<file path="src/hdl/bsr_regs.svh">
// Register offsets, field positions, reset values and raster-operation codes of the blit control.
`ifndef BSR_REGS_SVH
`define BSR_REGS_SVH

`define BSR_OFS_ROP 8'h1A
`define BSR_OFS_CTRL 8'h40

`define BSR_BIT_BUSY 0
`define BSR_BIT_START 1
`define BSR_BIT_RESET 2
`define BSR_BIT_RSVD 3
`define BSR_BIT_BUFFERED 4
`define BSR_BIT_PAUSE 5
`define BSR_BIT_SYSLOC 6
`define BSR_BIT_AUTO 7

`define BSR_ROP_RESET 8'h0D
`define BSR_CTRL_RESET 8'h00

`define BSR_ROP_ZERO 8'h00
`define BSR_ROP_NS_AND_ND 8'h90
`define BSR_ROP_NS_AND_D 8'h50
`define BSR_ROP_NS 8'hD0
`define BSR_ROP_S_AND_ND 8'h09
`define BSR_ROP_ND 8'h0B
`define BSR_ROP_S_XOR_D 8'h59
`define BSR_ROP_NS_OR_ND 8'hDA
`define BSR_ROP_S_AND_D 8'h05
`define BSR_ROP_S_XNOR_D 8'h95
`define BSR_ROP_D 8'h06
`define BSR_ROP_NS_OR_D 8'hD6
`define BSR_ROP_S 8'h0D
`define BSR_ROP_S_OR_ND 8'hAD
`define BSR_ROP_S_OR_D 8'h6D
`define BSR_ROP_ONE 8'h0E

`endif

</file>
<file path="src/hdl/bsr_pkg.sv">
// Types shared by the blit control modules.
package bsr_pkg;
	typedef enum logic [1:0] {
		BSR_IDLE,
		BSR_WAIT_SLOT,
		BSR_RUN
	} bsr_state_t;
endpackage

</file>
<file path="src/hdl/bsr_blit_ctrl.sv">
// Blit start/status control, raster-operation select and host access routing.
// Summary of operation
// Pause halts system source; writes reach frame buffer.
// Host reads always serviced with valid data.
// Unpaused writes feed engine when it needs data.
// Host keeps start bit zero when toggling pause.
// Buffered bit shows parameter set awaiting start.
// Reset bit aborts and clears the whole engine.
// Start launches blit at next memory slot.
// Start bit self-clears when blit finishes.
// Busy bit reads one while blit runs; the code reads zero while a running blit is paused.
// Eight-bit field selects one of 16 functions.
// Software avoids source-free functions with colour expansion.
// Same code serves source and pattern operands.
// Codes 00, 0E, 0B: zero, one, inverted destination.
// Codes 0D, 06, D0: source, destination, inverted source.
// Codes 05, 09, 50: the AND combinations.
// Codes 90, DA: NOR-like and NAND-like combinations.
// Codes 6D, AD, D6: the OR combinations.
// Codes 59, 95: exclusive-OR and equivalence.
// Autostart begins blit when idle and parameters wait.
// Reserved bit reads zero, writes ignored.
`timescale 1ns/1ps
`include "bsr_regs.svh"
module bsr_blit_ctrl #(
	parameter int ADDR_W = 24,
	parameter int DATA_W = 32,
	parameter int CNT_W = 16
) (
	// Clock and reset.
	input wire logic clk_sys,
	input wire logic rst,
	// Byte-wide register port.
	input wire logic [7:0] reg_addr,
	input wire logic reg_wr,
	input wire logic reg_rd,
	input wire logic [7:0] reg_wdata,
	output logic [7:0] reg_rdata,
	// Buffered parameter set from the parameter registers.
	input wire logic param_load,
	input wire logic param_sys_src,
	input wire logic [CNT_W-1:0] param_dwords,
	// Display memory arbitration.
	input wire logic mem_slot,
	// Host display-memory accesses.
	input wire logic host_mem_wr,
	input wire logic host_mem_rd,
	input wire logic [ADDR_W-1:0] host_addr,
	input wire logic [DATA_W-1:0] host_wdata,
	output logic [DATA_W-1:0] host_rdata,
	output logic host_rvalid,
	// Frame-buffer port.
	output logic fb_wr,
	output logic fb_rd,
	output logic [ADDR_W-1:0] fb_addr,
	output logic [DATA_W-1:0] fb_wdata,
	input wire logic [DATA_W-1:0] fb_rdata,
	// Blit source data to the engine datapath.
	output logic src_wr,
	output logic [DATA_W-1:0] src_data,
	// Pixel combine path.
	input wire logic px_valid,
	input wire logic [DATA_W-1:0] px_src,
	input wire logic [DATA_W-1:0] px_dst,
	output logic px_out_valid,
	output logic [DATA_W-1:0] px_out,
	// Engine events.
	output logic blit_launch,
	output logic blit_done,
	output logic eng_reset,
	output logic [7:0] rop_sel
);
	import bsr_pkg::*;

	// Reset image of the start/status register, split into its stored bits.
	localparam logic [7:0] CTRL_INIT = `BSR_CTRL_RESET;

	bsr_state_t state;
	logic auto_en;
	logic sys_loc;
	logic pause;
	logic start_bit;
	logic buf_full;
	logic cur_sys_src;
	logic [CNT_W-1:0] remain;
	logic [DATA_W-1:0] alu_result;
	logic ctrl_wr;
	logic rop_wr;
	logic reset_req;
	logic start_req;
	logic want_launch;
	logic launch;
	logic needs_data;
	logic src_take;
	logic step;
	logic finish;
	logic busy;

	// Register write decode and the requests that a control write makes.
	always_comb begin
		ctrl_wr = 1'b0;
		rop_wr = 1'b0;
		if (reg_wr && reg_addr == `BSR_OFS_CTRL) begin
			ctrl_wr = 1'b1;
		end else if (reg_wr && reg_addr == `BSR_OFS_ROP) begin
			rop_wr = 1'b1;
		end
		reset_req = ctrl_wr & reg_wdata[`BSR_BIT_RESET];
		start_req = ctrl_wr & reg_wdata[`BSR_BIT_START] & ~reset_req;
	end

	// Launch, data demand and completion terms of the sequencer.
	always_comb begin
		want_launch = start_bit | (auto_en & buf_full);
		launch = (state == BSR_WAIT_SLOT) & mem_slot & ~reset_req;
		needs_data = (state == BSR_RUN) & cur_sys_src & ~pause;
		src_take = needs_data & host_mem_wr;
		step = (state == BSR_RUN) & (cur_sys_src ? src_take : (mem_slot & ~pause));
		finish = (state == BSR_RUN) & ~reset_req & ((remain == '0) || (step && remain == 1));
		busy = (state != BSR_IDLE) & ~(pause & (state == BSR_RUN));
	end

	// Blit sequencer: idle, waiting for a memory slot, running.
	always_ff @(posedge clk_sys) begin
		if (rst) begin
			state <= BSR_IDLE;
		end else if (reset_req) begin
			state <= BSR_IDLE;
		end else begin
			case (state)
				BSR_IDLE: begin
					if (want_launch) begin
						state <= BSR_WAIT_SLOT;
					end
				end
				BSR_WAIT_SLOT: begin
					if (launch) begin
						state <= BSR_RUN;
					end
				end
				BSR_RUN: begin
					if (finish) begin
						state <= BSR_IDLE;
					end
				end
				default: state <= BSR_IDLE;
			endcase
		end
	end

	// Work counter loaded with the waiting parameter set at launch.
	always_ff @(posedge clk_sys) begin
		if (rst) begin
			remain <= '0;
			cur_sys_src <= 1'b0;
		end else if (reset_req) begin
			remain <= '0;
			cur_sys_src <= 1'b0;
		end else if (launch) begin
			remain <= param_dwords;
			cur_sys_src <= param_sys_src;
		end else if (step && remain != '0) begin
			remain <= remain - 1'b1;
		end
	end

	// Start bit: set by software, cleared by hardware at completion; the set wins.
	always_ff @(posedge clk_sys) begin
		if (rst) begin
			start_bit <= 1'b0;
		end else if (reset_req) begin
			start_bit <= 1'b0;
		end else if (start_req) begin
			start_bit <= 1'b1;
		end else if (finish) begin
			start_bit <= 1'b0;
		end
	end

	// Buffered status: a newly loaded set wins over the launch that frees the registers.
	always_ff @(posedge clk_sys) begin
		if (rst) begin
			buf_full <= 1'b0;
		end else if (param_load) begin
			buf_full <= 1'b1;
		end else if (reset_req || launch) begin
			buf_full <= 1'b0;
		end
	end

	// Plain control bits of the start/status register; reserved bit is not stored.
	always_ff @(posedge clk_sys) begin
		if (rst) begin
			auto_en <= CTRL_INIT[`BSR_BIT_AUTO];
			sys_loc <= CTRL_INIT[`BSR_BIT_SYSLOC];
			pause <= CTRL_INIT[`BSR_BIT_PAUSE];
		end else if (ctrl_wr) begin
			auto_en <= reg_wdata[`BSR_BIT_AUTO];
			sys_loc <= reg_wdata[`BSR_BIT_SYSLOC];
			pause <= reg_wdata[`BSR_BIT_PAUSE];
		end
	end

	// Raster-operation select register.
	always_ff @(posedge clk_sys) begin
		if (rst) begin
			rop_sel <= `BSR_ROP_RESET;
		end else if (rop_wr) begin
			rop_sel <= reg_wdata;
		end
	end

	// Register read data, captured on the read strobe; unmapped offsets read zero.
	always_ff @(posedge clk_sys) begin
		if (rst) begin
			reg_rdata <= 8'h00;
		end else if (reg_rd) begin
			if (reg_addr == `BSR_OFS_CTRL) begin
				reg_rdata <= {auto_en, sys_loc, pause, buf_full, 1'b0, 1'b0, start_bit, busy};
			end else if (reg_addr == `BSR_OFS_ROP) begin
				reg_rdata <= rop_sel;
			end else begin
				reg_rdata <= 8'h00;
			end
		end
	end

	// Engine event pulses.
	always_ff @(posedge clk_sys) begin
		if (rst) begin
			blit_launch <= 1'b0;
			blit_done <= 1'b0;
			eng_reset <= 1'b0;
		end else begin
			blit_launch <= launch;
			blit_done <= finish;
			eng_reset <= reset_req;
		end
	end

	// Raster-operation combine of one pixel word.
	bsr_rop_alu #(
		.WIDTH(DATA_W)
	) u_alu (
		.rop(rop_sel),
		.src(px_src),
		.dst(px_dst),
		.result(alu_result)
	);

	// Registered pixel result.
	always_ff @(posedge clk_sys) begin
		if (rst) begin
			px_out_valid <= 1'b0;
			px_out <= '0;
		end else begin
			px_out_valid <= px_valid;
			if (px_valid) begin
				px_out <= alu_result;
			end
		end
	end

	// Host access steering.
	bsr_host_route #(
		.ADDR_W(ADDR_W),
		.DATA_W(DATA_W)
	) u_route (
		.clk_sys(clk_sys),
		.rst(rst),
		.needs_data(needs_data),
		.host_mem_wr(host_mem_wr),
		.host_mem_rd(host_mem_rd),
		.host_addr(host_addr),
		.host_wdata(host_wdata),
		.host_rdata(host_rdata),
		.host_rvalid(host_rvalid),
		.fb_wr(fb_wr),
		.fb_rd(fb_rd),
		.fb_addr(fb_addr),
		.fb_wdata(fb_wdata),
		.fb_rdata(fb_rdata),
		.src_wr(src_wr),
		.src_data(src_data)
	);
endmodule

</file>
<file path="src/hdl/bsr_host_route.sv">
// Steers host display-memory accesses to the frame buffer or to the blit source path.
`timescale 1ns/1ps
module bsr_host_route #(
	parameter int ADDR_W = 24,
	parameter int DATA_W = 32
) (
	// Clock and reset.
	input wire logic clk_sys,
	input wire logic rst,
	// Routing decision from the blit control.
	input wire logic needs_data,
	// Host side.
	input wire logic host_mem_wr,
	input wire logic host_mem_rd,
	input wire logic [ADDR_W-1:0] host_addr,
	input wire logic [DATA_W-1:0] host_wdata,
	output logic [DATA_W-1:0] host_rdata,
	output logic host_rvalid,
	// Frame-buffer side.
	output logic fb_wr,
	output logic fb_rd,
	output logic [ADDR_W-1:0] fb_addr,
	output logic [DATA_W-1:0] fb_wdata,
	input wire logic [DATA_W-1:0] fb_rdata,
	// Blit source side.
	output logic src_wr,
	output logic [DATA_W-1:0] src_data
);
	logic rd_pend;

	// Writes go to the engine only while it waits for source data; otherwise straight through.
	always_ff @(posedge clk_sys) begin
		if (rst) begin
			fb_wr <= 1'b0;
			src_wr <= 1'b0;
			fb_rd <= 1'b0;
			fb_addr <= '0;
			fb_wdata <= '0;
			src_data <= '0;
		end else begin
			src_wr <= host_mem_wr & needs_data;
			fb_wr <= host_mem_wr & ~needs_data;
			fb_rd <= host_mem_rd;
			if (host_mem_wr | host_mem_rd) begin
				fb_addr <= host_addr;
			end
			if (host_mem_wr) begin
				fb_wdata <= host_wdata;
				src_data <= host_wdata;
			end
		end
	end

	// Reads are always serviced; host data returns two cycles after the frame-buffer read strobe.
	always_ff @(posedge clk_sys) begin
		if (rst) begin
			rd_pend <= 1'b0;
			host_rvalid <= 1'b0;
			host_rdata <= '0;
		end else begin
			rd_pend <= fb_rd;
			host_rvalid <= rd_pend;
			if (rd_pend) begin
				host_rdata <= fb_rdata;
			end
		end
	end
endmodule

</file>
<file path="src/hdl/bsr_rop_alu.sv">
// Two-operand raster-operation function of source or pattern and destination.
`timescale 1ns/1ps
`include "bsr_regs.svh"
module bsr_rop_alu #(
	parameter int WIDTH = 32
) (
	// Operation select.
	input wire logic [7:0] rop,
	// Operands and result.
	input wire logic [WIDTH-1:0] src,
	input wire logic [WIDTH-1:0] dst,
	output logic [WIDTH-1:0] result
);
	// One code per logical function; the first operand may be source or pattern alike.
	always_comb begin
		case (rop)
			`BSR_ROP_ZERO: result = '0;
			`BSR_ROP_ONE: result = '1;
			`BSR_ROP_ND: result = ~dst;
			`BSR_ROP_S: result = src;
			`BSR_ROP_D: result = dst;
			`BSR_ROP_NS: result = ~src;
			`BSR_ROP_S_AND_D: result = src & dst;
			`BSR_ROP_S_AND_ND: result = src & ~dst;
			`BSR_ROP_NS_AND_D: result = ~src & dst;
			`BSR_ROP_NS_AND_ND: result = ~src & ~dst;
			`BSR_ROP_NS_OR_ND: result = ~src | ~dst;
			`BSR_ROP_S_OR_D: result = src | dst;
			`BSR_ROP_S_OR_ND: result = src | ~dst;
			`BSR_ROP_NS_OR_D: result = ~src | dst;
			`BSR_ROP_S_XOR_D: result = src ^ dst;
			`BSR_ROP_S_XNOR_D: result = ~(src ^ dst);
			default: result = dst;
		endcase
	end
endmodule

</file>
<file path="config.mk">
export PLATFORM = sky130hd
export DESIGN_NAME = bsr_blit_ctrl
export DESIGN_NICKNAME = d
export VERILOG_FILES = /design/src/hdl/bsr_pkg.sv /design/src/hdl/bsr_blit_ctrl.sv /design/src/hdl/bsr_host_route.sv /design/src/hdl/bsr_rop_alu.sv
export VERILOG_INCLUDE_DIRS = /design/src /design/src/hdl
export SDC_FILE = /design/constraint.sdc
export NUM_CORES = 1
export LEC_CHECK = 0
export ABC_AREA = 1
export BUFFER_PORTS_ARGS = -buffer_cell sky130_fd_sc_hd__buf_2
export CELL_PAD_IN_SITES_DETAIL_PLACEMENT = 1
export CELL_PAD_IN_SITES_GLOBAL_PLACEMENT = 2
export CORE_UTILIZATION = 27
export CTS_CLUSTER_SIZE = 28
export DETAILED_ROUTE_END_ITERATION = 16
export MAX_ROUTING_LAYER = met4
export PLACE_DENSITY = 0.88
export SKIP_CTS_REPAIR_TIMING = 1
export SLEW_MARGIN = 20
export SYNTH_ARGS = -nofsm -noshare
export SYNTH_HDL_FRONTEND = slang
export SYNTH_SLANG_ARGS = --single-unit
</file>
<file path="constraint.sdc">
create_clock -name clk_sys -period 3.19 [get_ports clk_sys]
set_input_delay 0.319 -clock clk_sys [delete_from_list [all_inputs] [get_ports clk_sys]]
set_output_delay 0.319 -clock clk_sys [all_outputs]
set_load 0.1 [all_outputs]
</file>
==> impl_metrics.env <==
export IMPL_synthAdderAreaFrac_pct=0.303
export IMPL_detail_route_first_pass_iterations=5
export IMPL_cts_num_sinks=169
export IMPL_timing_fmax_ghz=0.376
export IMPL_drtAntennaViolNets=0
export IMPL_maxSlewHeadroom_pct=33.7
export IMPL_leakagePower_nw=8.46
export IMPL_synth_xor_area_share_pct=0.850
export IMPL_drv_slew=0
export IMPL_required_ns=3.59
export IMPL_die_x_um=216
export IMPL_fin_nets=2753
export IMPL_n_fill_cell=6240
export IMPL_power_density_nw_per_um2=416
export IMPL_h_tree_depth=4
export IMPL_worst_path_max_fanout=19
export IMPL_grt_pass1_wl_um=94200
export IMPL_wl_per_cell_um=19.1
export IMPL_dp_hpwl_um=42200
export IMPL_post_route_period_util_pct=83.3
export IMPL_place_congestion=0.903
export IMPL_path_clk_slew_ns=0.08
export IMPL_synthCells=2273
export IMPL_worst_setup_path_start_kind="flip-flop"
export IMPL_rows=78
export IMPL_synth_seq_cells=169
export IMPL_start_util_pct=27.3
export IMPL_cts_tree="done"
export IMPL_synth_nets=2470
export IMPL_ys_types=36
export IMPL_status="finished, final reports clean"
export IMPL_arrival_ns=3.06
export IMPL_drtIter0Drc=918
export IMPL_cts_root_buf="clkbuf_16"
export IMPL_rsz0062_at_grt="no"
export IMPL_gr_total_overflow=0
export IMPL_irDropWorstVdd_mv=0.425
export IMPL_fin_skew_ns=0.0134
export IMPL_final_hold_viol_count=0
export IMPL_r2r_start="rop_sel[6]$_SDFFE_PP0P_"
export IMPL_die_h_um=216
export IMPL_grt_max_degree=102
export IMPL_io_buffer_count=369
export IMPL_cts_buffers=17
export IMPL_drc=0
export IMPL_setup_ws_ns=0.532
export IMPL_finalSetupTns_ns=0
export IMPL_syn2layout_area_growth_pct=23.1
export IMPL_startpoint="rop_sel[6]$_SDFFE_PP0P_"
export IMPL_clockBufferDepth=2
export IMPL_ys_seq_area_share_pct=27.3
export IMPL_period_needed_ns=2.66
export IMPL_grt_use_total_pct=26.8
export IMPL_antenna_found_initial=10
export IMPL_pre_cts_slack_ns=0.536
export IMPL_clock_latency_ns=0.48
export IMPL_synth_simple_gate_area_share_pct=49.4
export IMPL_yosys_warnings=0
export IMPL_via_count=15911
export IMPL_synth_compound_area_share_pct=9.91
export IMPL_tightest_slew_ns=0.988
export IMPL_wirelength_um=60800
export IMPL_setup_viol=0
export IMPL_synthesis_area_sq_um=12400
export IMPL_muxShareOfSynthArea_pct=0
export IMPL_crit_type="flip-flop to flip-flop"
export IMPL_holdCritStartpoint="fb_rdata[21]"
export IMPL_routed_via_density=5.00
export IMPL_synth_top_family_by_area="simple AND/OR/NAND/NOR gates"
export IMPL_core_area_sq_um=45300
export IMPL_grt_pass1_vias=16431
export IMPL_drive_gt1_share_pct=18.9
export IMPL_worst_hold_path_type="input port to flip-flop"
export IMPL_synth_area_per_cell_sq_um=5.44
export IMPL_die_area_sq_um=46700
export IMPL_end_kind="flip-flop"
export IMPL_io_pins=370
export IMPL_cap_violations=0
-- state kept, by name, indices dropped and copies added (netlist names), 2 cells and up --
name	cells
rop_sel	8
u_route.fb_addr	24
u_route.host_rdata	32
reg_rdata	8
px_out	32
u_route.fb_wdata	32
remain	16
state	2
-- worst max-delay path, cell delays in order, from the launching register on --
cell and delay [ns]:
dfxtp_1 0.46, inv_2 0.10, nand2_1 0.16, nand2_1 0.13, nand3_2 0.10, nand2_1 0.08, inv_1 0.07, nand2_1 0.06
nor2_2 0.65, buf_4 0.44, nor2_1 0.07, nand2_1 0.08, nand2_1 0.05, a21oi_1 0.13
-- path summary, 6_finish.rpt --
path,to,slack (ns),cells after the start
min,u_route.host_rdata[21]$_SDFFE_PP0P_,0.06,3
min reg2reg,u_route.rd_pend$_SDFF_PP0_,0.44,2
max reg2reg,px_out[29]$_SDFFE_PP0P_,0.53,13
max,px_out[29]$_SDFFE_PP0P_,0.53,13
-- where the power goes --
part | leakage [nW] | total [mW] | internal, mW | switching [mW]
Combinational | 6.77 | 1.81 | 0.334 | 1.47
Sequential | 1.39 | 2.28 | 2.21 | 0.0718
Clock | 0.304 | 2.24 | 1.14 | 1.11
Total | 8.46 | 6.34 | 3.68 | 2.65
-- cells in the mapped netlist --
| master | instances | area share (%) |
|---|---|---|
| o2111a_1 | 1 | 0.091 |
| nand4_1 | 45 | 2.3 |
| nand3b_1 | 4 | 0.24 |
| dfxtp_1 | 169 | 27 |
| xor2_1 | 4 | 0.28 |
| and3_1 | 1 | 0.051 |
| inv_2 | 13 | 0.39 |
| clkbuf_1 | 66 | 2.0 |
| nor3_1 | 4 | 0.16 |
| inv_1 | 193 | 5.9 |
| xnor2_1 | 8 | 0.57 |
| nor4_1 | 2 | 0.10 |
| nand2_1 | 773 | 23 |
| or2_1 | 1 | 0.051 |
| clkinv_1 | 2 | 0.061 |
| buf_2 | 38 | 1.5 |
| a21oi_1 | 87 | 3.5 |
| nor3_4 | 1 | 0.13 |
| o211ai_1 | 8 | 0.49 |
| nor2_2 | 7 | 0.35 |
| a21oi_2 | 1 | 0.071 |
| a31oi_1 | 1 | 0.051 |
| nor2_1 | 445 | 14 |
| or2_2 | 4 | 0.20 |
| ha_1 | 3 | 0.30 |
| nand2_4 | 1 | 0.091 |
| o221ai_1 | 1 | 0.071 |
| nand3_1 | 203 | 8.2 |
| nand3_2 | 3 | 0.24 |
| buf_1 | 5 | 0.15 |
| nand2_2 | 3 | 0.15 |
| nor2_4 | 2 | 0.18 |
| a21boi_0 | 1 | 0.061 |
| buf_4 | 36 | 2.2 |
| o21ai_0 | 135 | 5.5 |
| o22ai_1 | 2 | 0.10 |
-- layout by cell type (no fill, tap or decap), types with 3 or more instances in the layout --
cell type  instances
or2_2              4
clkbuf_16         17
nand2_2            3
clkinv_1           3
nand3_2            3
nand4_1           45
clkinv_8           5
inv_1            190
nor2_4             3
inv_8              4
nor3_1             4
inv_2             15
nor2_1           437
xnor2_1            8
clkinv_4           3
ha_1               3
nand2_1          773
dfxtp_1          169
xor2_1             4
a21oi_1           87
diode_2           12
nand3b_1           4
o21ai_0          135
nor2_2            14
o211ai_1           8
buf_2            369
nand3_1          203
buf_4             39
-- metal layers --
| metal | up-vias | GRT usage [%] | wire length, um |
|---|---|---|---|
| met5 | - | - | 0 |
| met4 | 0 | 8.40 | 1410 |
| met3 | 75 | 5.81 | 4440 |
| met2 | 505 | 45.3 | 29600 |
| met1 | 7666 | 31.4 | 25300 |
| li1 | 7665 | - | - |
-- final cells by class --
class / instances / area [sq um] / area share [%]
multi-input cells: 1751 / 7510 / 49.3
flip-flops and latches: 169 / 3380 / 22.2
repair buffers: 409 / 2160 / 14.2
inverters: 208 / 781 / 5.12
well taps: 600 / 751 / 4.93
clock buffers: 17 / 425 / 2.79
clock inverters: 15 / 200 / 1.31
diodes: 12 / 30.0 / 0.197
-- stage by stage --
step	power, mW	cells	utilization [%]	hold slack (ns)	area, sq um
6_report	6.34	3181	33.6	0.0589	15200
4_1_cts	6.42	3169	33.6	0.0208	15200
3_5_place_dp	4.14	3137	32.2	0.431	14600
3_3_place_gp	4.11	3137	32.2	0.417	14600
2_1_floorplan	3.70	2273	-	0.426	12400
5_1_grt	6.61	3179	33.6	0.0329	15200
-- cells by family after synthesis --
group	count (synthesis)
simple gates	1499
xor+xnor	12
fa+ha+maj	3
compound gates	237
buf+inv	353
flops	169
Power figures use the tool's default switching activity.
